`src/csa_pkg.sv`:
```
package csa_pkg;
    // ==========================================================
    // Register map (byte addresses)
    // ==========================================================
    localparam logic [7:0] CSA_OFF_CONFIG = 8'h00;
    localparam logic [7:0] CSA_OFF_CAL = 8'h04;
    localparam logic [7:0] CSA_OFF_STATUS = 8'h08;
    localparam logic [7:0] CSA_OFF_PHASE = 8'h0C;

    // ==========================================================
    // Config fields
    // ==========================================================
    localparam int CSA_CFG_GAIN_LSB = 0;
    localparam int CSA_CFG_UNIDIR_BIT = 2;
    localparam int CSA_CFG_FETSENSE_BIT = 3;
    localparam int CSA_CFG_LSREF_BIT = 4;
    localparam logic [31:0] CSA_CFG_RESET = 32'h0000_0000;
    localparam logic [31:0] CSA_CFG_MASK = 32'h0000_001F;

    // ==========================================================
    // Gain codes
    // ==========================================================
    localparam logic [1:0] CSA_GAIN_5 = 2'h0;
    localparam logic [1:0] CSA_GAIN_10 = 2'h1;
    localparam logic [1:0] CSA_GAIN_20 = 2'h2;
    localparam logic [1:0] CSA_GAIN_40 = 2'h3;

    // ==========================================================
    // Timing
    // ==========================================================
    localparam int CSA_CLK_MHZ = 100;
    localparam int CSA_TRIM_US = 100;
    localparam int CSA_TRIM_CYC = CSA_TRIM_US * CSA_CLK_MHZ;
    localparam int CSA_NCH = 3;

    // ==========================================================
    // Channel states
    // ==========================================================
    typedef enum logic [2:0] {
        CSA_ST_IDLE = 3'b001,
        CSA_ST_TRIM = 3'b010,
        CSA_ST_HOLD = 3'b100
    } csa_cal_st_t;

    // Protocol responses
    localparam logic [1:0] CSA_RESP_OKAY = 2'h0;
    localparam logic [1:0] CSA_RESP_SLVERR = 2'h2;
endpackage

```
`src/csa_ctrl.sv`:
```
// Implementation choices: the register offsets and the AXI4-Lite slave port.
`timescale 1ns/10ps
// What this block does
// - Gain is one of four codes, 5, 10, 20 or 40 V/V, in a config field.
// - The unidirectional bit bypasses the reference halving divider.
// - A calibrating channel has inputs shorted, load cut and gain 40.
// - Calibration runs a trim of 100 us before the channel counts trimmed.
// - After the trim the calibration setup holds while the request stays.
// - Leaving calibration returns the gain to the configured value.
// - Any calibrating channel forces the reference to bidirectional.
// - That forced reference covers all three channels at once.
// - Transistor sense ties the positive input to the switch node clamp outside calibration.
// - Transistor sense makes the negative input the monitor reference.
// - In transistor sense the amp turns on with valid output after drive.
// - In transistor sense the inputs short when low side is told off.
// - Without transistor sense a config bit picks the monitor reference.
module csa_ctrl
    import csa_pkg::*;
#(
    parameter int NCH = CSA_NCH,
    parameter int TRIM_CYC = CSA_TRIM_CYC
) (
    // Clock and reset
    input wire logic core_clk,
    input wire logic resetn,
    // AXI4-Lite write address
    input wire logic [7:0] s_axi_awaddr,
    input wire logic s_axi_awvalid,
    output logic s_axi_awready,
    // AXI4-Lite write data
    input wire logic [31:0] s_axi_wdata,
    input wire logic [3:0] s_axi_wstrb,
    input wire logic s_axi_wvalid,
    output logic s_axi_wready,
    // AXI4-Lite write response
    output logic [1:0] s_axi_bresp,
    output logic s_axi_bvalid,
    input wire logic s_axi_bready,
    // AXI4-Lite read address
    input wire logic [7:0] s_axi_araddr,
    input wire logic s_axi_arvalid,
    output logic s_axi_arready,
    // AXI4-Lite read data
    output logic [31:0] s_axi_rdata,
    output logic [1:0] s_axi_rresp,
    output logic s_axi_rvalid,
    input wire logic s_axi_rready,
    // Pins and gate-drive timing
    input wire logic cal_pin,
    input wire logic [NCH-1:0] gate_drive_window,
    input wire logic [NCH-1:0] lowside_on_cmd,
    // Analog controls
    output logic [1:0] amp_gain [NCH],
    output logic vref_divider_bypass,
    output logic [NCH-1:0] amp_inputs_short,
    output logic [NCH-1:0] amp_load_disconnect,
    output logic [NCH-1:0] amp_pos_to_phase_switch_node,
    output logic [NCH-1:0] lowside_monitor_ref_neg,
    output logic [NCH-1:0] amp_enable,
    output logic [NCH-1:0] amp_analog_output_valid
);
    // ==========================================================
    // Registers
    // ==========================================================
    logic [31:0] cfg_r, cfg_nxt;
    logic [NCH-1:0] calreq_r, calreq_nxt;
    logic aw_hold_r, aw_hold_nxt;
    logic w_hold_r, w_hold_nxt;
    logic [7:0] awaddr_r, awaddr_nxt;
    logic [31:0] wdata_r, wdata_nxt;
    logic [3:0] wstrb_r, wstrb_nxt;
    logic bvalid_r, bvalid_nxt;
    logic [1:0] bresp_r, bresp_nxt;
    logic rvalid_r, rvalid_nxt;
    logic [31:0] rdata_r, rdata_nxt;
    logic [1:0] rresp_r, rresp_nxt;

    logic cal_pin_s;
    logic [NCH-1:0] window_s, lson_s;
    logic [NCH-1:0] window_d_r, lson_d_r;
    logic [NCH-1:0] fet_valid_r, fet_valid_nxt;
    logic [NCH-1:0] fet_short_r, fet_short_nxt;

    logic [NCH-1:0] amp_offset_cal_request;
    logic [NCH-1:0] in_cal, trim_busy, trim_done;
    logic [1:0] cfg_gain;
    logic cfg_unidir, transistor_voltage_sense_sel, lowside_monitor_ref_sel;
    logic any_cal;
    logic wr_go;

    // Byte-lane merge for a register word
    function automatic logic [31:0] lane_merge(input logic [31:0] old_v,
                                               input logic [31:0] new_v,
                                               input logic [3:0] strb);
        logic [31:0] res;
        res = old_v;
        for (int b = 0; b < 4; b++) begin
            if (strb[b]) begin
                res[8*b +: 8] = new_v[8*b +: 8];
            end
        end
        return res;
    endfunction

    // ==========================================================
    // Input synchronisers
    // ==========================================================
    csa_sync3 #(.W(1 + 2 * NCH)) u_sync (
        .core_clk(core_clk),
        .resetn(resetn),
        .async_in({cal_pin, gate_drive_window, lowside_on_cmd}),
        .sync_out({cal_pin_s, window_s, lson_s})
    );

    // ==========================================================
    // Calibration channels
    // ==========================================================
    assign amp_offset_cal_request = calreq_r | {NCH{cal_pin_s}};

    for (genvar c = 0; c < NCH; c++) begin : g_ch
        csa_cal_chan #(.TRIM_CYC(TRIM_CYC)) u_cal (
            .core_clk(core_clk),
            .resetn(resetn),
            .cal_req(amp_offset_cal_request[c]),
            .in_cal(in_cal[c]),
            .trim_busy(trim_busy[c]),
            .trim_done(trim_done[c])
        );
    end

    // ==========================================================
    // Config decode
    // ==========================================================
    assign cfg_gain = cfg_r[CSA_CFG_GAIN_LSB +: 2];
    assign cfg_unidir = cfg_r[CSA_CFG_UNIDIR_BIT];
    assign transistor_voltage_sense_sel = cfg_r[CSA_CFG_FETSENSE_BIT];
    assign lowside_monitor_ref_sel = cfg_r[CSA_CFG_LSREF_BIT];
    assign any_cal = |in_cal;

    // ==========================================================
    // AXI4-Lite slave
    // ==========================================================
    assign wr_go = aw_hold_r && w_hold_r && !bvalid_r;

    always_comb begin
        cfg_nxt = cfg_r;
        calreq_nxt = calreq_r;
        aw_hold_nxt = aw_hold_r;
        w_hold_nxt = w_hold_r;
        awaddr_nxt = awaddr_r;
        wdata_nxt = wdata_r;
        wstrb_nxt = wstrb_r;
        bvalid_nxt = bvalid_r;
        bresp_nxt = bresp_r;
        rvalid_nxt = rvalid_r;
        rdata_nxt = rdata_r;
        rresp_nxt = rresp_r;
        if (s_axi_awvalid && !aw_hold_r) begin
            aw_hold_nxt = 1'b1;
            awaddr_nxt = s_axi_awaddr;
        end
        if (s_axi_wvalid && !w_hold_r) begin
            w_hold_nxt = 1'b1;
            wdata_nxt = s_axi_wdata;
            wstrb_nxt = s_axi_wstrb;
        end
        if (wr_go) begin
            aw_hold_nxt = 1'b0;
            w_hold_nxt = 1'b0;
            bvalid_nxt = 1'b1;
            bresp_nxt = CSA_RESP_OKAY;
            case ({awaddr_r[7:2], 2'b00})
                CSA_OFF_CONFIG: begin
                    cfg_nxt = lane_merge(cfg_r, wdata_r, wstrb_r)
                              & CSA_CFG_MASK;
                end
                CSA_OFF_CAL: begin
                    if (wstrb_r[0]) begin
                        calreq_nxt = wdata_r[NCH-1:0];
                    end
                end
                CSA_OFF_STATUS, CSA_OFF_PHASE: begin
                    // Read-only words ignore writes
                end
                default: begin
                    bresp_nxt = CSA_RESP_SLVERR;
                end
            endcase
        end else if (bvalid_r && s_axi_bready) begin
            bvalid_nxt = 1'b0;
        end
        if (rvalid_r) begin
            if (s_axi_rready) begin
                rvalid_nxt = 1'b0;
            end
        end else if (s_axi_arvalid) begin
            rvalid_nxt = 1'b1;
            rresp_nxt = CSA_RESP_OKAY;
            rdata_nxt = 32'h0000_0000;
            case ({s_axi_araddr[7:2], 2'b00})
                CSA_OFF_CONFIG: rdata_nxt = cfg_r;
                CSA_OFF_CAL: rdata_nxt[NCH-1:0] = calreq_r;
                CSA_OFF_STATUS: begin
                    rdata_nxt[NCH-1:0] = trim_busy;
                    rdata_nxt[8 +: NCH] = trim_done;
                    rdata_nxt[16] = cal_pin_s;
                    rdata_nxt[17] = vref_divider_bypass;
                end
                CSA_OFF_PHASE: begin
                    rdata_nxt[NCH-1:0] = amp_enable;
                    rdata_nxt[8 +: NCH] = amp_analog_output_valid;
                    rdata_nxt[16 +: NCH] = amp_inputs_short;
                end
                default: rresp_nxt = CSA_RESP_SLVERR;
            endcase
        end
    end

    assign s_axi_awready = !aw_hold_r;
    assign s_axi_wready = !w_hold_r;
    assign s_axi_bvalid = bvalid_r;
    assign s_axi_bresp = bresp_r;
    assign s_axi_arready = !rvalid_r;
    assign s_axi_rvalid = rvalid_r;
    assign s_axi_rdata = rdata_r;
    assign s_axi_rresp = rresp_r;

    // ==========================================================
    // Transistor-voltage sense timing
    // ==========================================================
    always_comb begin
        fet_valid_nxt = fet_valid_r;
        fet_short_nxt = fet_short_r;
        for (int c = 0; c < NCH; c++) begin
            if (!transistor_voltage_sense_sel || !lson_s[c]) begin
                fet_valid_nxt[c] = 1'b0;
            end else if (window_d_r[c] && !window_s[c]) begin
                fet_valid_nxt[c] = 1'b1;
            end
            if (!transistor_voltage_sense_sel) begin
                fet_short_nxt[c] = 1'b0;
            end else if (lson_d_r[c] && !lson_s[c]) begin
                fet_short_nxt[c] = 1'b1;
            end else if (!lson_d_r[c] && lson_s[c]) begin
                fet_short_nxt[c] = 1'b0;
            end
        end
    end

    always_ff @(posedge core_clk or negedge resetn) begin
        if (!resetn) begin
            cfg_r <= CSA_CFG_RESET;
            calreq_r <= '0;
            aw_hold_r <= 1'b0;
            w_hold_r <= 1'b0;
            awaddr_r <= 8'h00;
            wdata_r <= 32'h0000_0000;
            wstrb_r <= 4'h0;
            bvalid_r <= 1'b0;
            bresp_r <= CSA_RESP_OKAY;
            rvalid_r <= 1'b0;
            rdata_r <= 32'h0000_0000;
            rresp_r <= CSA_RESP_OKAY;
            window_d_r <= '0;
            lson_d_r <= '0;
            fet_valid_r <= '0;
            fet_short_r <= '0;
        end else begin
            cfg_r <= cfg_nxt;
            calreq_r <= calreq_nxt;
            aw_hold_r <= aw_hold_nxt;
            w_hold_r <= w_hold_nxt;
            awaddr_r <= awaddr_nxt;
            wdata_r <= wdata_nxt;
            wstrb_r <= wstrb_nxt;
            bvalid_r <= bvalid_nxt;
            bresp_r <= bresp_nxt;
            rvalid_r <= rvalid_nxt;
            rdata_r <= rdata_nxt;
            rresp_r <= rresp_nxt;
            window_d_r <= window_s;
            lson_d_r <= lson_s;
            fet_valid_r <= fet_valid_nxt;
            fet_short_r <= fet_short_nxt;
        end
    end

    // ==========================================================
    // Analog control outputs
    // ==========================================================
    // Controller is expected to calibrate with the bridge idle
    assign vref_divider_bypass = cfg_unidir && !any_cal;

    always_comb begin
        for (int c = 0; c < NCH; c++) begin
            // Gain is derived, so the configured value comes back on exit
            amp_gain[c] = in_cal[c] ? CSA_GAIN_40 : cfg_gain;
            amp_inputs_short[c] = in_cal[c] || fet_short_r[c];
            amp_load_disconnect[c] = in_cal[c];
            amp_pos_to_phase_switch_node[c] = transistor_voltage_sense_sel
                                              && !in_cal[c];
            amp_enable[c] = transistor_voltage_sense_sel ? fet_valid_r[c]
                                                         : 1'b1;
            amp_analog_output_valid[c] = !in_cal[c] && (amp_enable[c]
                                         && !fet_short_r[c]);
            lowside_monitor_ref_neg[c] = transistor_voltage_sense_sel
                                         || lowside_monitor_ref_sel;
        end
    end
endmodule // csa_ctrl

```
`src/csa_sync3.sv`:
```
`timescale 1ns/10ps
module csa_sync3
    import csa_pkg::*;
#(
    parameter int W = 1
) (
    // Clock and reset
    input wire logic core_clk,
    input wire logic resetn,
    // Data
    input wire logic [W-1:0] async_in,
    output logic [W-1:0] sync_out
);
    logic [W-1:0] s1_r, s2_r, s3_r, out_r;
    logic [W-1:0] out_nxt;

    // ==========================================================
    // Accept a change once stages two and three agree
    // ==========================================================
    always_comb begin
        out_nxt = out_r;
        for (int i = 0; i < W; i++) begin
            if (s2_r[i] == s3_r[i]) begin
                out_nxt[i] = s3_r[i];
            end
        end
    end

    always_ff @(posedge core_clk or negedge resetn) begin
        if (!resetn) begin
            s1_r <= '0;
            s2_r <= '0;
            s3_r <= '0;
            out_r <= '0;
        end else begin
            s1_r <= async_in;
            s2_r <= s1_r;
            s3_r <= s2_r;
            out_r <= out_nxt;
        end
    end

    assign sync_out = out_r;
endmodule // csa_sync3

```
`src/csa_cal_chan.sv`:
```
`timescale 1ns/10ps
module csa_cal_chan
    import csa_pkg::*;
#(
    parameter int TRIM_CYC = CSA_TRIM_CYC
) (
    // Clock and reset
    input wire logic core_clk,
    input wire logic resetn,
    // Request
    input wire logic cal_req,
    // State
    output logic in_cal,
    output logic trim_busy,
    output logic trim_done
);
    localparam int CW = $clog2(TRIM_CYC + 1);
    localparam logic [CW-1:0] CNT_LAST = CW'(TRIM_CYC - 1);

    csa_cal_st_t st_r, st_nxt;
    logic [CW-1:0] cnt_r, cnt_nxt;

    // ==========================================================
    // Trim sequence
    // ==========================================================
    always_comb begin
        st_nxt = st_r;
        cnt_nxt = cnt_r;
        case (st_r)
            CSA_ST_IDLE: begin
                cnt_nxt = '0;
                if (cal_req) begin
                    st_nxt = CSA_ST_TRIM;
                end
            end
            CSA_ST_TRIM: begin
                // Dropping the request aborts the trim
                if (!cal_req) begin
                    st_nxt = CSA_ST_IDLE;
                end else if (cnt_r == CNT_LAST) begin
                    st_nxt = CSA_ST_HOLD;
                end else begin
                    cnt_nxt = cnt_r + CW'(1);
                end
            end
            CSA_ST_HOLD: begin
                if (!cal_req) begin
                    st_nxt = CSA_ST_IDLE;
                end
            end
            default: begin
                st_nxt = CSA_ST_IDLE;
                cnt_nxt = '0;
            end
        endcase
    end

    always_ff @(posedge core_clk or negedge resetn) begin
        if (!resetn) begin
            st_r <= CSA_ST_IDLE;
            cnt_r <= '0;
        end else begin
            st_r <= st_nxt;
            cnt_r <= cnt_nxt;
        end
    end

    assign in_cal = (st_r != CSA_ST_IDLE);
    assign trim_busy = (st_r == CSA_ST_TRIM);
    assign trim_done = (st_r == CSA_ST_HOLD);
endmodule // csa_cal_chan

```
`config.mk`:
```
export PLATFORM = sky130hd
export DESIGN_NAME = csa_ctrl
export DESIGN_NICKNAME = d
export VERILOG_FILES = /design/src/csa_pkg.sv /design/src/csa_ctrl.sv /design/src/csa_sync3.sv /design/src/csa_cal_chan.sv
export SDC_FILE = /design/constraint.sdc
export NUM_CORES = 1
export LEC_CHECK = 0
export BUFFER_PORTS_ARGS = -buffer_cell sky130_fd_sc_hd__buf_2
export CORE_ASPECT_RATIO = 0.8
export CORE_MARGIN = 4
export CORE_UTILIZATION = 43
export CTS_CLUSTER_SIZE = 14
export DETAILED_ROUTE_END_ITERATION = 16
export GPL_TIMING_DRIVEN = 0
export PLACE_DENSITY = 0.62
export SYNTH_ARGS = -nofsm -noshare
export SYNTH_HDL_FRONTEND = slang
export SYNTH_SLANG_ARGS = --single-unit
```
`constraint.sdc`:
```
create_clock -name core_clk -period 3.1 [get_ports core_clk]
set_input_delay 0.155 -clock core_clk [delete_from_list [all_inputs] [get_ports core_clk]]
set_output_delay 0.155 -clock core_clk [all_outputs]
set_load 0.02 [all_outputs]
```
Yosys cells after proc, flatten, opt, wreduce, memory -nomap -nowiden
Cells that the tools add are included.
W data, S select, Z words.

cells by class
  muxes and demuxes = 61
  reductions and logical operators = 72
  equal/unequal tests = 46
  add/sub/neg operators = 3
  bitwise logic cells = 5

operators by type and width
  cell                     count
  $mux W14                 6
  $pmux W14 S2             3
  $add A14 B1 Y14 const B  3
  $eq A14 B14 Y1 const B   3
  $mux W3                  12
  $mux W1                  28
  $pmux W3 S3              3
  $eq A6 B2 Y1 const B     4
  $logic_and A1 B1 Y1      24
  $ne A2 B2 Y1 const B     12
  $reduce_and A3 Y1        8
  $logic_not A1 Y1         21
  $ne A3 B1 Y1 const B     6
  $eq A6 B1 Y1 const B     2
  $logic_not A6 Y1         2
  $mux W2                  6
  $pmux W3 S4              1
  $reduce_bool A2 Y1       6
  $eq A3 B1 Y1 const B     3
  $eq A3 B2 Y1 const B     3
  $eq A3 B3 Y1 const B     3
  $ne A3 B3 Y1 const B     3
  $reduce_or A4 Y1         2
  $eq A1 B1 Y1             7
  7 further kinds          16

word-level totals
  word-level logic and storage cells = 223
  register bits after elaboration = 135
  bits of input ports = 66
  output and inout port bits = 66

Depth between registers and ports, before layout
Gate-level depths: netlist of run 1.

  depth in word-level cells = 5
  mapped depth = 6
  depth with buffers taken out = 5

Hierarchy
From an unflattened synthesis of run 1, not the netlist that was laid out.

unflattened totals
  cells, all modules = 561
  area, all modules = 6179.7 um^2

by module, submodules not included
  module        instances  sequential area each (um^2)  cells each  area an instance (um^2)
  csa_cal_chan  3          426.7                        104         1022.2
  csa_ctrl      1          1226.2                       214         2333.5
  csa_sync3     1          700.7                        35          779.5

Least setup slack after synthesis of run 1
Ideal clock, no wire load.

  path type = register to register
  start = register g_ch[1].u_cal.st_r[0]
  end = register rdata_r[9], in the netlist s_axi_rdata[9]
  cell stages (with the launch flop) = 6
  slack = 1174 ps
  clock period less this slack = 1926 ps
  required time = 3022 ps
  data arrival time = 1849 ps
  buffers on the path = 0
  library setup time = 78 ps
  cells stage by stage = dfstp_2 > nor3b_2 > inv_1 > nor3b_1 > a22oi_1 > o21ai_1

between the ends
  longest elaborated chain between the ends = 4
  elaborated cells on any way between the ends = 5
  classes of those cells = eq/ne (2); mux (1); reduce/logical (2)

RTL lines
  item                                  RTL line            RTL
  start, declared                       csa_cal_chan.sv:20  csa_cal_st_t st_r, st_nxt;
  start signal, assigned                csa_cal_chan.sv:63  st_r <= st_nxt;
  $ne A3 B1 Y1                          csa_cal_chan.sv:68  assign in_cal = (st_r != CSA_ST_IDLE);
  named net g_ch[1].u_cal.in_cal        csa_cal_chan.sv:13  output logic in_cal,
  $logic_not A1 Y1                      csa_ctrl.sv:304     amp_analog_output_valid[c] = !in_cal[c] && (amp_enable[c]
  $logic_and A1 B1 Y1                   csa_ctrl.sv:304
  named net amp_analog_output_valid[1]  csa_ctrl.sv:60      output logic [NCH-1:0] amp_analog_output_valid
  $pmux W3 S2                           csa_ctrl.sv:200     case ({s_axi_araddr[7:2], 2'b00})
  end signal, assigned                  csa_ctrl.sv:279     rdata_r <= rdata_nxt;
  end, declared                         csa_ctrl.sv:75      logic [31:0] rdata_r, rdata_nxt;

The timed path passes the listed nets, and every way through them passes these cells.
A chain may end at the register's enable or synchronous reset.

Worst setup path after layout of run 1
  start = register g_ch[1].u_cal.st_r[0]
  end = output amp_analog_output_valid[1]

between the ends
  longest elaborated chain between the ends = 3

RTL lines
  item                            RTL line
  $ne A3 B1 Y1                    csa_cal_chan.sv:68
  named net g_ch[1].u_cal.in_cal  csa_cal_chan.sv:13
  $logic_not A1 Y1                csa_ctrl.sv:304
  $logic_and A1 B1 Y1             csa_ctrl.sv:304
  end, declared                   csa_ctrl.sv:60

The timed path passes the listed nets, and every way through them passes these cells.

==> metrics.yaml, run 1 <==
global_routing:
  grt_pass1_wl_um: 23500
  grt_pass1_vias: 4701
  grtUsageTotal_pct: 18.5
  antenna_found_initial: 1
  grt_max_degree: 67
  gr-total-overflow: 0
route:
  routed_wl_um: 14000
  dr.pass1.iters: 5
  post_drt_wl_per_cell_um: 16.0
  viasPerCell: 5.35
  drtAntennaViolNets: 0
  drt_iter0_markers: 394
  vias: 4674
  remaining_drc_errors: 0
pwr:
  cellInternalPower_mw: 3.58
  pwr-share-clk_pct: 35.9
  leakagePower_nw: 3.46
  switchingPower_mw: 1.90
  switching_share_pct: 34.6
  ir_drop_mv: 0.552
  power.total_mw: 5.48
  power-per-cell-area_nw_per_um2: 733
  pwr-share-seq_pct: 38.0
  power_frac_comb_pct: 26.2
timing:
  setup_viol: 0
  grt_setup_unrepaired: "no"
  worstMarginPinSlew_ns: 0.962
  tns_ns: 0
  timing.final.hold_violations: 0
  min_period_ns: 2.47
  whs_ns: 0.212
  clock_skew_ns: 0.0102
  min_period_over_period_pct: 79.5
  timing.fmax_ghz: 0.406
  report.final.slew_viol_count: 0
  maxSlewHeadroom_pct: 35.8
hold_path:
  holdPathEnd: "s_axi_rdata[4]$_DFFE_PN0P_"
  hold_class: "primary input to flip-flop"
  whs_path_depth: 3
  hp-start: "s_axi_araddr[2]"
clock_tree:
  cts-root-buf: "clkbuf_16"
  cts.path.max_buffers: 2
  path_clk_slew_ns: 0.06
  htree_levels: 4
  clk_latency_ns: 0.42
  cts_sinks: 128
  cts_tree: "done"
  cts_inserted_buffers: 17
  post_cts_buffers: 0
die:
  initial_utilization_pct: 43.9
  fp.dieH_um: 113
  row_count: 38
  ioPinCount: 132
  die_x_um: 139
  die_area_um2: 15800
  core-area_um2: 13600
worst_setup_path:
  crit_required_ns: 2.94
  crit_family: "simple AND/OR/NAND/NOR gates"
  cp.arrival_ns: 2.31
  worst_path_max_delay_cell: "dfstp_2"
  critPathMaxStageDelay_ns: 0.56
  ff2ff_path_depth: 5
  r2r_slack_ns: 1.03
  critPathLaunchType: "flip-flop"
  crit_chain: "nor3b_2 > inv_1 > nor3b_1 > buf_2"
  worstSetupPathType: "flip-flop to primary output"
  r2r-end: "s_axi_rdata[9]$_DFFE_PN0P_"
  timing.critical_path.buf_inv: 2
  crit_fanout: 7
  r2r-start: "g_ch[1].u_cal.st_r[0]$_DFFE_PN1P_"
  cp-end-kind: "primary output"
synthesis:
  ys_seq_area_share_pct: 53.9
  async_reset_ff_share_pct: 100
  synth_edf_count: 0
  yosys.cell_types.count: 64
  synthFlopType: "dfrtp_1"
  netlist_instances: 540
  yosysWarnings: 0
  ys_ff_latch: 128
  syn_avg_cell_area_um2: 11.0
  syn-cell-area_um2: 5950
cells_and_area:
  nets: 748
  area_growth_pct: 25.7
  num-fill-cells: 1200
  drive_above_1_share_pct: 25.4
run:
  max_cap_viol_count: 0
status:
  status: "complete, no violations"
placed_design:
  dp_hpwl_um: 9960
  gp_congestion: 0.833
  portBuffers: 73
synth_stat cells, drive strengths merged (4+ instances only):
cell | n | area, um2
clkbuf | 13 | 48.8
maj3 | 7 | 70.1
buf | 31 | 225
mux2i | 9 | 90.1
a21oi | 11 | 55.1
nand3 | 22 | 110
nor3b | 12 | 120
dfrtp | 125 | 3130
nor3 | 10 | 55.1
nand2 | 37 | 141
nand2b | 21 | 131
or3b | 6 | 52.6
a31oi | 13 | 81.3
and4 | 9 | 78.8
o311ai | 9 | 78.8
a22o | 8 | 70.1
nor2 | 24 | 90.1
nor4 | 4 | 25.0
o22ai | 4 | 25.0
o21ai | 27 | 135
or2 | 4 | 25.0
mux2 | 19 | 214
and2 | 12 | 75.1
and3 | 11 | 68.8
inv | 23 | 86.3
nand4 | 10 | 62.6
o31ai | 10 | 80.1
cell usage in the layout, fill, tap and decap left out, drive strengths merged, types with 13 or more instances in the layout:
cell type,netlist,final
nand3,22,22
a31oi,13,13
buf,31,105
nor2,24,24
mux2,19,19
nand2b,21,21
inv,23,31
nand2,37,37
o21ai,27,27
dfrtp,125,125
clkbuf,13,30
conb,1,23
dlygate4sd3,0,24
final cells by class:
| class | count | area [um2] | area share (%) |
|---|---|---|---|
| clock buffers | 17 | 425 | 5.69 |
| well taps | 180 | 225 | 3.01 |
| repair buffers | 98 | 639 | 8.56 |
| inverters | 23 | 86.3 | 1.16 |
| flip-flops and latches | 128 | 3210 | 42.9 |
| plain buffers | 44 | 274 | 3.67 |
| diodes | 1 | 2.50 | 0.0335 |
| multi-input cells | 367 | 2460 | 32.9 |
| clock inverters | 15 | 151 | 2.03 |
logic make-up (layout without fill, tap and decap cells):
logic type	Yosys count	count (layout)	share of synthesized area, %
AND/OR/NAND/NOR	194	194	19.0
flip-flops	128	128	53.9
AO/OA/AOI/OAI	108	108	12.7
buffers and inverters	67	197	6.06
multiplexers	31	31	6.25
adder cells (fa/ha/maj)	10	10	1.81
other	1	24	0.0631
XOR/XNOR	1	1	0.147
tightest hold or removal path: cells and delay by family:
family | cells | cell delay (ns)
and+or+nand+nor | 1 | 0.09
AOI/OAI and AO/OA | 1 | 0.18
buffers and inverters | 1 | 0.16
timing repair:
| action | 4_1_cts | 5_1_grt |
|---|---|---|
| gates resized for setup | 0 | 0 |
| hold buffers | 24 | 0 |
| endpoints found under the hold margin | 84 | 0 |
sequential cells by signal, indices dropped and copies added, names as in the netlist, 3 cells and up:
| register | cells |
|---|---|
| awaddr_r | 6 |
| calreq_r | 3 |
| cfg_r | 5 |
| fet_short_r | 3 |
| fet_valid_r | 3 |
| g_ch.u_cal.cnt_r | 42 |
| g_ch.u_cal.st_r | 9 |
| lson_d_r | 3 |
| s_axi_rdata | 11 |
| u_sync.s1_r | 7 |
| u_sync.s2_r | 7 |
| u_sync.s3_r | 7 |
| u_sync.sync_out | 7 |
| wdata_r | 5 |
| window_d_r | 3 |
routing by layer:
metal	share of wire [%]	track usage, %	vias up
met3	5.8	5.49	15
met1	46	24.7	2307
met2	47	29.6	131
met4	1.2	5.35	0
met5	0	0	-
li1	-	-	2221
worst max-delay path by stage:
stage	from	to	slack [ns]	cells after the start
CTS	g_ch[1].u_cal.st_r[0]$_DFFE_PN1P_	amp_analog_output_valid[1]	0.61	4
detailed placement	g_ch[1].u_cal.st_r[0]$_DFFE_PN1P_	s_axi_rdata[9]$_DFFE_PN0P_	1.05	5
floorplan	g_ch[1].u_cal.st_r[0]$_DFFE_PN1P_	s_axi_rdata[9]$_DFFE_PN0P_	1.17	5
finish	g_ch[1].u_cal.st_r[0]$_DFFE_PN1P_	amp_analog_output_valid[1]	0.63	4
global route	g_ch[1].u_cal.st_r[0]$_DFFE_PN1P_	amp_analog_output_valid[1]	0.54	4
global placement	resetn	u_sync.s1_r[6]$_DFF_PN0_	0.19	1
through the flow:
stage,setup WS (ns),util (%),cells,instance area (um2)
after floorplan,1.17,-,562,6030
after global placement,0.195,48.8,815,6620
after detailed placement,1.05,49.1,816,6650
after CTS,0.611,55.1,872,7470
after global routing,0.538,55.1,873,7470
final,0.635,55.1,873,7470
power groups by stage:
stage | clock network, mW | logic, mW | registers (mW)
3_5_place_dp | 0 | 1.42 | 2.11
6_report | 1.96 | 1.43 | 2.08
3_3_place_gp | 0 | 1.40 | 2.09
5_1_grt | 2.08 | 1.58 | 2.12
2_1_floorplan | 0 | 0.947 | 2.08
4_1_cts | 2.00 | 1.45 | 2.08
No activity file was read; power rests on OpenSTA's default activity.
==> inputs of run 2 (changes only) <==
==> constraint.sdc (replaced) <==
create_clock -name core_clk -period 2.5 [get_ports core_clk]
set_input_delay 0.125 -clock core_clk [delete_from_list [all_inputs] [get_ports core_clk]]
set_output_delay 0.125 -clock core_clk [all_outputs]
set_load 0.02 [all_outputs]
==> metrics.yaml, run 2 (synthesized netlist as in run 1, its figures left out) <==
global_routing:
  grt_pass1_vias: 4701
  gr-total-overflow: 0
  grt_max_degree: 67
  antenna_found_initial: 1
  grtUsageTotal_pct: 18.5
  grt_pass1_wl_um: 23500
cells_and_area:
  seqCellArea_um2: 3210
  drive_above_1_share_pct: 25.4
  layout.cells.most_common: "dfrtp_1"
  area_growth_pct: 25.9
  fin_util_pct: 55.2
  layout.cells.most_common_list: "125 x dfrtp_1, 75 x buf_2, 36 x nand2_1"
  num-fill-cells: 1200
  nets: 748
  finish.instance_area_um2: 7480
  largest_reg_flops: 42
  fin_cells: 873
  max_flop_register: "g_ch.u_cal.cnt_r"
  multi_input_area_um2: 2470
worst_setup_path:
  critPathLaunchType: "flip-flop"
  worst_path_max_delay_cell: "dfstp_2"
  crit_required_ns: 2.38
  crit_chain: "nor3b_2 > inv_1 > nor3b_1 > buf_2"
  crit_fanout: 7
  cp-end-kind: "primary output"
  critPathMaxStageDelay_ns: 0.55
  worstSetupPathType: "flip-flop to primary output"
  cp.arrival_ns: 2.18
route:
  post_drt_wl_per_cell_um: 16.1
  routed_wl_um: 14100
  vias: 4664
  drtAntennaViolNets: 0
  drt_iter0_markers: 415
  dr.pass1.iters: 5
  remaining_drc_errors: 0
  viasPerCell: 5.34
placed_design:
  dpl_cell_area_um2: 6650
  dp_hpwl_um: 9960
  gp_congestion: 0.833
  dp.cells: 816
  portBuffers: 73
pwr:
  switchingPower_mw: 2.36
  pwr-share-clk_pct: 35.8
  pwr-share-seq_pct: 37.9
  power_frac_comb_pct: 26.3
  ir_drop_mv: 0.684
  switching_share_pct: 34.6
  cellInternalPower_mw: 4.46
  power-per-cell-area_nw_per_um2: 912
  leakagePower_nw: 3.46
die:
  ioPinCount: 132
  row_count: 38
  die_x_um: 139
  core-area_um2: 13600
  fp.dieH_um: 113
  die_area_um2: 15800
  initial_utilization_pct: 43.9
hold_path:
  hold_class: "primary input to flip-flop"
status:
  status: "complete, no violations"
clock_tree:
  htree_levels: 4
  clk_latency_ns: 0.42
  cts_tree: "done"
  cts-root-buf: "clkbuf_16"
  post_cts_buffers: 0
  path_clk_slew_ns: 0.06
  cts_sinks: 128
  cts.path.max_buffers: 2
  cts_inserted_buffers: 17
timing:
  min_period_over_period_pct: 92.4
  grt_setup_unrepaired: "no"
  whs_ns: 0.178
  setup_viol: 0
  timing.fmax_ghz: 0.433
  min_period_ns: 2.31
  worstMarginPinSlew_ns: 0.981
  timing.final.hold_violations: 0
  report.final.slew_viol_count: 0
  clock_skew_ns: 0.00806
  maxSlewHeadroom_pct: 34.5
run:
  max_cap_viol_count: 0
==> run 2: timing repair <==
item | CTS | global route
hold buffers | 24 | 0
setup endpoints to repair | 0 | 2
endpoints found under the hold margin | 84 | 0
gates resized for setup | 0 | 2
==> run 2: final cells by class <==
class,instances,area share (%)
diodes,1,0.0334
plain buffers,44,3.66
clock buffers,17,5.68
clock inverters,15,2.02
inverters,23,1.15
multi-input cells,367,33.0
flip-flops and latches,128,42.8
well taps,180,3.01
repair buffers,98,8.54
==> run 2: power groups by stage <==
stage	clock network [mW]	logic, mW	registers, mW
floorplan	0	1.17	2.58
global placement	0	1.73	2.59
detailed placement	0	1.76	2.62
CTS	2.49	1.80	2.58
global route	2.58	1.97	2.63
finish	2.44	1.79	2.59
==> run 2: layer usage <==
metal / share of wire (%) / vias up / track usage (%)
met1: 46 / 2298 / 24.7
met3: 5.9 / 18 / 5.49
li1: - / 2221 / -
met5: 0 / - / 0
met4: 1.4 / 0 / 5.35
met2: 47 / 127 / 29.6
==> run 2: worst max-delay path: cells and delay by family, from the launching register on <==
| kind | cells | cell delay [ns] |
|---|---|---|
| flip-flops | 1 | 0.55 |
| AND/OR/NAND/NOR | 2 | 0.82 |
| buffers and inverters | 2 | 0.39 |
==> run 2: per-stage QoR <==
| step | setup slack, ns | total power [mW] | setup TNS [ns] |
|---|---|---|---|
| 3_3_place_gp | -0.375 | 4.32 | -45.78 |
| 6_report | 0.190 | 6.82 | 0 |
| 5_1_grt | 0.0154 | 7.19 | 0 |
| 2_1_floorplan | 0.574 | 3.75 | 0 |
| 3_5_place_dp | 0.454 | 4.37 | 0 |
| 4_1_cts | 0.0413 | 6.86 | 0 |
==> run 2: path summary, 6_finish.rpt <==
| check | start | endpoint | slack (ns) | cells after the start |
|---|---|---|---|---|
| max in group asynchronous | resetn | g_ch[2].u_cal.st_r[0]$_DFFE_PN1P_ | 1.48 | 3 |
| min reg2reg | u_sync.s1_r[3]$_DFF_PN0_ | u_sync.s2_r[3]$_DFF_PN0_ | 0.35 | 0 |
| max | g_ch[0].u_cal.st_r[0]$_DFFE_PN1P_ | amp_analog_output_valid[0] | 0.19 | 4 |
| min | s_axi_araddr[2] | s_axi_rdata[4]$_DFFE_PN0P_ | 0.18 | 3 |
| max reg2reg | g_ch[2].u_cal.cnt_r[0]$_DFFE_PN0P_ | g_ch[2].u_cal.cnt_r[2]$_DFFE_PN0P_ | 0.52 | 6 |
| min in group asynchronous | resetn | g_ch[0].u_cal.cnt_r[9]$_DFFE_PN0P_ | 0.25 | 2 |
